$ cat src/core/sfp_pkg.sv
// shared constants and types for the nine-bit flagged fifo
package sfp_pkg;
  localparam int DATA_W = 9;
  localparam int DEPTH_DEF = 64;
  localparam int OFS_DEF = 7;
  // positions inside the synchronised pin vector
  localparam int PIN_WCLK = 0;
  localparam int PIN_RCLK = 1;
  localparam int PIN_WGA = 2;
  localparam int PIN_WGB = 3;
  localparam int PIN_RGA = 4;
  localparam int PIN_RGB = 5;
  localparam int PIN_MCLR_N = 6;
  localparam int PIN_OE_N = 7;
  localparam int PIN_DATA = 8;
  // register map
  localparam logic [11:0] ADDR_CTRL = 12'h000;
  localparam logic [11:0] ADDR_STAT = 12'h004;
  localparam logic [11:0] ADDR_THR = 12'h008;
  localparam int CTRL_CLR_BIT = 0;
  localparam int STAT_FULL_BIT = 0;
  localparam int STAT_EMPTY_BIT = 1;
  localparam int STAT_AF_BIT = 2;
  localparam int STAT_AE_BIT = 3;
  localparam int STAT_MODE_BIT = 4;
  localparam int THR_AE_LSB = 0;
  localparam int THR_AF_LSB = 16;
  localparam logic [31:0] PRDATA_RST = 32'h0000_0000;
  typedef enum logic {SFP_TWO_EN, SFP_LOAD} sfp_mode_e;
endpackage

$ cat src/core/sfp_fifo_top.sv
// nine-bit fifo with empty, full and programmable almost flags
// Operation
// - nine-bit word in, nine-bit word out
// - two-enable write: a low, b high, not full
// - load config: gate a alone enables data writes
// - pin high at clear: second write enable
// - pin low at clear: threshold load control
// - writes while full are ignored entirely
// - load asserted: write edge loads a threshold
// - load asserted: read edge outputs a threshold
// - read needs both read gates low, not empty
// - empty flag low when no words, read side
// - full flag low at capacity, write side
// - almost empty low at count <= threshold
// - almost full low at space <= threshold
// - master clear empties, flags empty, not full
// - output drive pin enables the data outputs
// - thresholds default to seven after clear
// - empty flags change only on read edges
// - full flags change only on write edges
// - first word readable cycle after not-empty
//
// Design decisions made here: the placing of the registers and the APB register port.
`timescale 1ns/1ns
module sfp_fifo_top #(
  parameter int DEPTH = sfp_pkg::DEPTH_DEF,
  parameter int DW = sfp_pkg::DATA_W
) (
  input wire logic CORE_CLK_I,
  input wire logic RST_I,
  input wire logic CE_I,
  input wire logic WR_CLK_I,
  input wire logic RD_CLK_I,
  input wire logic [DW-1:0] DATA_I,
  input wire logic WRITE_GATE_A_N_I,
  input wire logic WRITE_GATE_B_OR_LOAD_I,
  input wire logic READ_GATE_A_N_I,
  input wire logic READ_GATE_B_N_I,
  input wire logic MASTER_CLEAR_N_I,
  input wire logic OUTPUT_DRIVE_N_I,
  output logic [DW-1:0] DATA_O,
  output logic DATA_OE_O,
  output logic EMPTY_FLAG_N_O,
  output logic FULL_FLAG_N_O,
  output logic ALMOST_EMPTY_N_O,
  output logic ALMOST_FULL_N_O,
  input wire logic PSEL_I,
  input wire logic PENABLE_I,
  input wire logic PWRITE_I,
  input wire logic [11:0] PADDR_I,
  input wire logic [31:0] PWDATA_I,
  output logic [31:0] PRDATA_O,
  output logic PREADY_O,
  output logic PSLVERR_O
);
  import sfp_pkg::*;
  localparam int AW = $clog2(DEPTH);
  localparam int PW = AW + 1;
  localparam int PV = PIN_DATA + DW;

  typedef struct packed {
    logic [PV-1:0] pin_prev;
    logic [PW-1:0] wptr;
    logic [PW-1:0] rptr;
    logic [PW-1:0] wg_r1;
    logic [PW-1:0] wg_r2;
    logic [PW-1:0] rg_w1;
    logic [PW-1:0] rg_w2;
    logic empty_n;
    logic full_n;
    logic ae_n;
    logic af_n;
    logic [AW-1:0] ae_ofs;
    logic [AW-1:0] af_ofs;
    logic ofs_sel;
    sfp_mode_e mode;
    logic [DW-1:0] dout;
  } sfp_state_s;

  sfp_state_s s_r;
  sfp_state_s s_nxt;
  logic [DW-1:0] mem [DEPTH];
  logic [PV-1:0] pin_q;
  logic [PV-1:0] p;
  logic [DW-1:0] din;
  logic soft_clr;
  logic wedge;
  logic redge;
  logic clr;
  logic ld_act;
  logic rd_gate;
  logic wr_ok;
  logic rd_ok;
  logic wr_ofs;
  logic rd_ofs;
  logic [PW-1:0] wptr_n;
  logic [PW-1:0] rptr_n;
  logic [PW-1:0] wcnt;
  logic [PW-1:0] rcnt;
  logic [31:0] stat;
  logic [31:0] thr;

  function automatic logic [PW-1:0] bin2gray(input logic [PW-1:0] b);
    return b ^ (b >> 1);
  endfunction

  function automatic logic [PW-1:0] gray2bin(input logic [PW-1:0] g);
    logic [PW-1:0] b;
    b = g;
    for (int i = PW - 2; i >= 0; i--) begin
      b[i] = b[i+1] ^ g[i];
    end
    return b;
  endfunction

  //////////////////////////////////////////////////////////////////////
  // every pin, clocks included, passes two flops first
  sfp_pin_sync #(
    .W(PV)
  ) u_sync (
    .clk_i(CORE_CLK_I),
    .rst_i(RST_I),
    .ce_i(CE_I),
    .d_i({DATA_I, OUTPUT_DRIVE_N_I, MASTER_CLEAR_N_I, READ_GATE_B_N_I,
          READ_GATE_A_N_I, WRITE_GATE_B_OR_LOAD_I, WRITE_GATE_A_N_I,
          RD_CLK_I, WR_CLK_I}),
    .q_o(pin_q)
  );

  // register bus
  sfp_apb_regs u_apb (
    .clk_i(CORE_CLK_I),
    .rst_i(RST_I),
    .ce_i(CE_I),
    .psel_i(PSEL_I),
    .penable_i(PENABLE_I),
    .pwrite_i(PWRITE_I),
    .paddr_i(PADDR_I),
    .pwdata_i(PWDATA_I),
    .stat_i(stat),
    .thr_i(thr),
    .prdata_o(PRDATA_O),
    .pready_o(PREADY_O),
    .pslverr_o(PSLVERR_O),
    .soft_clr_o(soft_clr)
  );

  // status and threshold views for software
  always_comb begin
    stat = '0;
    stat[STAT_FULL_BIT] = s_r.full_n;
    stat[STAT_EMPTY_BIT] = s_r.empty_n;
    stat[STAT_AF_BIT] = s_r.af_n;
    stat[STAT_AE_BIT] = s_r.ae_n;
    stat[STAT_MODE_BIT] = (s_r.mode == SFP_LOAD);
    thr = '0;
    thr[THR_AE_LSB +: AW] = s_r.ae_ofs;
    thr[THR_AF_LSB +: AW] = s_r.af_ofs;
  end

  //////////////////////////////////////////////////////////////////////
  // next state; enables and data come from the sample before the edge
  always_comb begin
    s_nxt = s_r;
    p = s_r.pin_prev;
    din = p[PIN_DATA +: DW];
    s_nxt.pin_prev = pin_q;
    wedge = pin_q[PIN_WCLK] & ~p[PIN_WCLK];
    redge = pin_q[PIN_RCLK] & ~p[PIN_RCLK];
    clr = ~pin_q[PIN_MCLR_N] | soft_clr;
    ld_act = (s_r.mode == SFP_LOAD) & ~p[PIN_WGB];
    rd_gate = ~p[PIN_RGA] & ~p[PIN_RGB];
    // data write: gate b counts only in two-enable mode
    wr_ok = wedge & ~p[PIN_WGA] & ~ld_act & s_r.full_n &
            ((s_r.mode == SFP_LOAD) | p[PIN_WGB]);
    rd_ok = redge & rd_gate & ~ld_act & s_r.empty_n;
    wr_ofs = wedge & ld_act & ~p[PIN_WGA];
    rd_ofs = redge & ld_act & rd_gate;
    wptr_n = s_r.wptr + PW'(wr_ok);
    rptr_n = s_r.rptr + PW'(rd_ok);
    wcnt = wptr_n - gray2bin(s_r.rg_w2);
    rcnt = gray2bin(s_r.wg_r2) - rptr_n;
    // write side flags and gray pipeline, on write edges only
    if (wedge) begin
      s_nxt.wptr = wptr_n;
      s_nxt.rg_w1 = bin2gray(s_r.rptr);
      s_nxt.rg_w2 = s_r.rg_w1;
      s_nxt.full_n = (wcnt != PW'(DEPTH));
      s_nxt.af_n = ((PW'(DEPTH) - wcnt) > {1'b0, s_r.af_ofs});
    end
    // read side flags and gray pipeline, on read edges only
    if (redge) begin
      s_nxt.rptr = rptr_n;
      s_nxt.wg_r1 = bin2gray(s_r.wptr);
      s_nxt.wg_r2 = s_r.wg_r1;
      s_nxt.empty_n = (rcnt != '0);
      s_nxt.ae_n = (rcnt > {1'b0, s_r.ae_ofs});
    end
    if (rd_ok) begin
      s_nxt.dout = mem[s_r.rptr[AW-1:0]];
    end
    // threshold access alternates almost-empty then almost-full
    if (wr_ofs) begin
      if (s_r.ofs_sel) begin
        s_nxt.af_ofs = din[AW-1:0];
      end else begin
        s_nxt.ae_ofs = din[AW-1:0];
      end
    end
    if (rd_ofs) begin
      s_nxt.dout = DW'(s_r.ofs_sel ? s_r.af_ofs : s_r.ae_ofs);
    end
    if (wr_ofs | rd_ofs) begin
      s_nxt.ofs_sel = ~s_r.ofs_sel;
    end
    // master clear: empty, defaults, and pin strap
    if (clr) begin
      s_nxt.wptr = '0;
      s_nxt.rptr = '0;
      s_nxt.wg_r1 = '0;
      s_nxt.wg_r2 = '0;
      s_nxt.rg_w1 = '0;
      s_nxt.rg_w2 = '0;
      s_nxt.empty_n = 1'b0;
      s_nxt.full_n = 1'b1;
      s_nxt.ae_n = 1'b0;
      s_nxt.af_n = 1'b1;
      s_nxt.ae_ofs = AW'(OFS_DEF);
      s_nxt.af_ofs = AW'(OFS_DEF);
      s_nxt.ofs_sel = 1'b0;
      s_nxt.dout = '0;
      s_nxt.mode = pin_q[PIN_WGB] ? SFP_TWO_EN : SFP_LOAD;
    end
  end

  // state registers
  always_ff @(posedge CORE_CLK_I) begin
    if (RST_I) begin
      s_r <= '0;
      s_r.full_n <= 1'b1;
      s_r.af_n <= 1'b1;
      s_r.ae_ofs <= AW'(OFS_DEF);
      s_r.af_ofs <= AW'(OFS_DEF);
    end else if (CE_I) begin
      s_r <= s_nxt;
    end
  end

  // storage array, written only by an accepted data write
  always_ff @(posedge CORE_CLK_I) begin
    if (CE_I && wr_ok && !clr && !RST_I) begin
      mem[s_r.wptr[AW-1:0]] <= din;
    end
  end

  //////////////////////////////////////////////////////////////////////
  // outputs
  assign DATA_O = s_r.dout;
  assign DATA_OE_O = ~pin_q[PIN_OE_N];
  assign EMPTY_FLAG_N_O = s_r.empty_n;
  assign FULL_FLAG_N_O = s_r.full_n;
  assign ALMOST_EMPTY_N_O = s_r.ae_n;
  assign ALMOST_FULL_N_O = s_r.af_n;
endmodule

$ cat src/core/sfp_pin_sync.sv
// two-stage synchroniser for a vector of pin inputs
`timescale 1ns/1ns
module sfp_pin_sync #(
  parameter int W = 8
) (
  input wire logic clk_i,
  input wire logic rst_i,
  input wire logic ce_i,
  input wire logic [W-1:0] d_i,
  output logic [W-1:0] q_o
);
  typedef struct packed {
    logic [W-1:0] s1;
    logic [W-1:0] s2;
  } sfp_sync_s;
  sfp_sync_s s_r;
  sfp_sync_s s_nxt;

  // first stage feeds only the second
  always_comb begin
    s_nxt = s_r;
    s_nxt.s1 = d_i;
    s_nxt.s2 = s_r.s1;
  end

  // registers, frozen while the enable is low
  always_ff @(posedge clk_i) begin
    if (rst_i) begin
      s_r <= '0;
    end else if (ce_i) begin
      s_r <= s_nxt;
    end
  end

  assign q_o = s_r.s2;
endmodule

$ cat src/core/sfp_apb_regs.sv
// apb slave: soft clear control, flag status and thresholds
`timescale 1ns/1ns
module sfp_apb_regs (
  input wire logic clk_i,
  input wire logic rst_i,
  input wire logic ce_i,
  input wire logic psel_i,
  input wire logic penable_i,
  input wire logic pwrite_i,
  input wire logic [11:0] paddr_i,
  input wire logic [31:0] pwdata_i,
  input wire logic [31:0] stat_i,
  input wire logic [31:0] thr_i,
  output logic [31:0] prdata_o,
  output logic pready_o,
  output logic pslverr_o,
  output logic soft_clr_o
);
  import sfp_pkg::*;
  typedef struct packed {
    logic [31:0] prdata;
    logic slverr;
    logic clr;
  } sfp_apb_s;
  sfp_apb_s s_r;
  sfp_apb_s s_nxt;
  logic setup;
  logic access;
  logic mapped;

  // answer prepared in setup, used in a zero-wait access phase
  always_comb begin
    s_nxt = s_r;
    setup = psel_i & ~penable_i;
    access = psel_i & penable_i;
    mapped = (paddr_i == ADDR_CTRL) | (paddr_i == ADDR_STAT) |
             (paddr_i == ADDR_THR);
    s_nxt.clr = 1'b0;
    if (setup) begin
      s_nxt.slverr = ~mapped;
      s_nxt.prdata = PRDATA_RST;
      if (!pwrite_i && paddr_i == ADDR_STAT) begin
        s_nxt.prdata = stat_i;
      end
      if (!pwrite_i && paddr_i == ADDR_THR) begin
        s_nxt.prdata = thr_i;
      end
    end
    // write takes effect at the completing edge only
    if (access && pwrite_i && paddr_i == ADDR_CTRL) begin
      s_nxt.clr = pwdata_i[CTRL_CLR_BIT];
    end
  end

  // state registers
  always_ff @(posedge clk_i) begin
    if (rst_i) begin
      s_r <= '0;
    end else if (ce_i) begin
      s_r <= s_nxt;
    end
  end

  assign prdata_o = s_r.prdata;
  assign pslverr_o = s_r.slverr & psel_i & penable_i;
  assign pready_o = 1'b1;
  assign soft_clr_o = s_r.clr;
endmodule

$ cat config.mk
export PLATFORM = sky130hd
export DESIGN_NAME = sfp_fifo_top
export DESIGN_NICKNAME = d
export VERILOG_FILES = /design/src/core/sfp_pkg.sv /design/src/core/sfp_fifo_top.sv /design/src/core/sfp_pin_sync.sv /design/src/core/sfp_apb_regs.sv
export SDC_FILE = /design/constraint.sdc
export NUM_CORES = 1
export LEC_CHECK = 0
export BUFFER_PORTS_ARGS = -buffer_cell sky130_fd_sc_hd__buf_2
export CAP_MARGIN = 20
export CORE_MARGIN = 8
export CORE_UTILIZATION = 40
export CTS_CLUSTER_SIZE = 16
export DETAILED_ROUTE_END_ITERATION = 7
export SYNTH_ARGS = -nofsm -noshare
export SYNTH_HDL_FRONTEND = slang
export SYNTH_SLANG_ARGS = --single-unit
export TNS_END_PERCENT = 10
$ cat constraint.sdc
create_clock -name CORE_CLK_I -period 8.6 [get_ports CORE_CLK_I]
set_clock_uncertainty 0.05 [all_clocks]
set_input_delay 1.29 -clock CORE_CLK_I [delete_from_list [all_inputs] [get_ports CORE_CLK_I]]
set_output_delay 1.29 -clock CORE_CLK_I [all_outputs]
set_load 0.02 [all_outputs]
==> results.ini <==
[status]
status = finished, final reports clean

[global_routing]
grt_max_degree = 95
first_global_vias = 16000
overflow = 0
grt_use_total_pct = 15.9
antenna_found_initial = 0
grt_pass1_wl_mm = 99.5

[sta]
report.final.slew_viol_count = 0
grt_setup_unrepaired = false
max_slew.worst_pin.slew_ns = 1.08
finalHoldViolCount = 0
setup_viol = 0
setup_tns_ns = 0
period_needed_ns = 4.63
maxSlewHeadroom_pct = 27.6
clock.fmax_ghz = 0.216
layout_worst_path_cycle_share_pct = 53.8

[placement]
gp_congestion = 0.815
placement.io_buffers = 62
hpwlAfterDp_mm = 40.5

[clock_network]
clk-insertion-delay-late_ns = 0.60
cts_max_path_buffers = 3
cts_repair_resize_count = 0
cts_setup_buffers = 0
clkSlewWorstSetupHoldPaths_ns = 0.06
clock_tree.root_cell = clkbuf_16
tritoncts = yes
cts_buffers = 73
cts_num_sinks = 714
cts_hold_repair.buffers = 0
clock_tree.htree_level_count = 3

[die]
chipWidth_microns = 286
io-pin-count = 115
design.core.area_sq_mm = 0.0726
rows = 99
initial_utilization_pct = 40.2
die_area_sq_mm = 0.0818
die_height_microns = 286

[synth]
postSynthAreaPerCell_sq_um = 16.4
postSynthCellCount = 1774
post_synth_instance_area_sq_mm = 0.0292
postSynth.asyncResetShare_pct = 0
yosys_register_bits = 714
synth-seq-area-share_pct = 68.8
number_of_enable_flip_flop_cells_after_synthesis = 576
postSynth.topFlopCell = edfxtp_1
synth_warnings = 0
synth.distinct_cells = 55

[routing]
routed-via-count = 15400
detail_route.first_pass.iterations = 5
drc_errors = 0
drt_iter0_markers = 1328
detailroute.wirelength.met3_mm = 4.52
route.layer.met1.wl_mm = 27.9
met2RoutedLength_mm = 31.4
post_drt_via_cell_ratio = 5.44
drt_wl_total_mm = 65.6
detail-route-antenna-nets = 0
dr.max_layer_used = met4
routedWlPerCell_microns = 23.1

[flow_run]
timing.max_cap.violations = 0

[worst_setup_path]
worst_setup_path_start_kind = register
worstPathArrival_ns = 5.12
cp_data_required_time_ns = 9.09
maximum_fanout_along_the_worst_path = 5
critical_path_class = reg2reg
end_kind = register

[layout]
final_net_count = 1929
num_antenna_cells = 0
final.fill_count = 6358
layout-area-overhead-vs-synth_pct = 11.5
layout_cells_sized_above_1_pct = 19.1

[worst_hold_path]
worst_hold_path_type = reg2reg

[power]
vdd.ir_drop.worst_v = 0.000130
cellLeakagePower_nw = 12.0
report.power.total_mw = 6.89
p_per_area_mw_per_mm2 = 212

## power breakdown
group | total (mW) | internal (mW) | switching [mW] | leakage, nW
sequential | 3.71 | 3.70 | 0.00871 | 7.56
combinational | 0.0988 | 0.0285 | 0.0702 | 3.25
clock | 3.07 | 1.77 | 1.30 | 1.15
## critical path, cell delays in order (launching register included)
cell      delay (ns)
dfxtp_1         0.34
xnor2_1         0.26
xor2_1          0.40
xor2_1          0.26
xor2_1          0.27
xor2_1          0.29
xnor2_1         0.11
ha_1            0.24
fa_1            0.45
nand2b_1        0.16
a21oi_1         0.22
xnor2_1         0.23
nand2_1         0.11
or3_1           0.31
nand2_1         0.09
ha_1            0.25
and4_1          0.20
a31oi_1         0.16
a21oi_1         0.09
nand3b_1        0.09
## area by class of cell
type	instances	area [sq um]	share of cell area [%]
clock buffers	102	2060	6.33
inverters	24	90.1	0.277
clock inverters	32	274	0.842
flip-flops and latches	714	20100	61.7
well taps	959	1200	3.69
repair buffers	86	509	1.57
multi-input cells	919	8320	25.6
## kinds of logic (layout without fill, tap and decap cells)
logic type | Yosys count | count (layout) | share of synthesized area (%)
DFF | 714 | 714 | 68.8
and+or+nand+nor | 367 | 367 | 5.57
muxes | 243 | 243 | 14.7
AOI/OAI and AO/OA | 205 | 205 | 4.84
buffers and inverters | 160 | 244 | 2.95
adders and majority gates | 45 | 45 | 1.97
xor gates and xnor gates | 38 | 38 | 1.14
other | 2 | 21 | 0.0257
## cells in the mapped netlist, types with 4 or more instances
library cell    n  area [sq um]
clkbuf_1       54           203
o21ai_0        20           100
xor2_1         22           193
edfxtp_1      576         17300
dfxtp_1       138          2760
nand2_1        46           173
a211oi_1       13          97.6
o211ai_1        5          37.5
buf_4          47           353
ha_1           42           526
buf_2          16          80.1
nand3b_1        4          30.0
nand2b_1       16           100
or3_1           4          25.0
o21bai_1        6          45.0
inv_1          24          90.1
mux2i_1        84           841
a21oi_1        54           270
a2111oi_0      15           131
a211o_1         6          52.6
o21a_1          9          67.6
xnor2_1        16           140
buf_6           4          45.0
buf_1          13          48.8
a22oi_1        48           360
nand3_1        16          80.1
a2111o_1        6          67.6
mux2_2         12           135
and3_1          7          43.8
o211a_1         6          60.1
a21o_1          4          30.0
o22ai_1         6          37.5
nor2_1        217           815
nor3_1         13          65.1
nor2b_1        27           169
nor4_1          4          25.0
mux4_2        144          3240
## cells in the final DEF (no fill, tap or decap), types with 15 or more instances in the layout
master	instances
edfxtp_1	576
nor2_1	217
mux4_2	144
dfxtp_1	126
mux2i_1	84
clkbuf_16	76
buf_2	61
a21oi_1	54
a22oi_1	48
nand2_1	46
ha_1	42
nor2b_1	27
inv_1	24
buf_4	23
xor2_1	22
conb_1	21
o21ai_0	20
clkbuf_1	20
xnor2_1	16
nand2b_1	16
nand3_1	16
a2111oi_0	15
## per-layer routing
metal  global-route usage (%)  vias up
met1                     21.4     7923
met5                        0        -
li1                         -     6923
met2                     25.7      488
met4                     4.73        0
met3                     3.48       97
## metrics by stage
step	instance area, sq um	setup WS [ns]	cells	hold WS [ns]	utilization (%)
global placement	30200	3.98	2699	0.381	41.6
global route	32500	3.56	2836	0.418	44.8
CTS	32500	3.97	2834	0.392	44.8
detailed placement	30200	4.00	2700	0.378	41.6
finish	32500	3.97	2836	0.394	44.8
floorplan	29200	4.44	1793	0.377	-
## worst paths after layout
kind / end / from / slack, ns / depth (start not counted)
min reg2reg: mem[10][7] / p[15] / 0.39 / 0
max: ALMOST_FULL_N_O / s_r[33] / 3.97 / 19
max reg2reg: ALMOST_FULL_N_O / s_r[33] / 3.97 / 19
min: mem[10][7] / p[15] / 0.39 / 0
## sequential cells by signal, summed over array words and instances (netlist names), named ones only
| name | cells |
|---|---|
| ALMOST_FULL_N_O | 1 |
| u_apb.s_r | 1 |
| p | 15 |
| u_sync.s_nxt | 17 |
| u_sync.q_o | 17 |
| EMPTY_FLAG_N_O | 1 |
| FULL_FLAG_N_O | 1 |
| DATA_O | 9 |
| s_r | 56 |
| mem | 576 |
| u_apb.soft_clr_o | 1 |
| ALMOST_EMPTY_N_O | 1 |
| u_apb.prdata_o | 12 |
(Power assumes the default switching activity.)
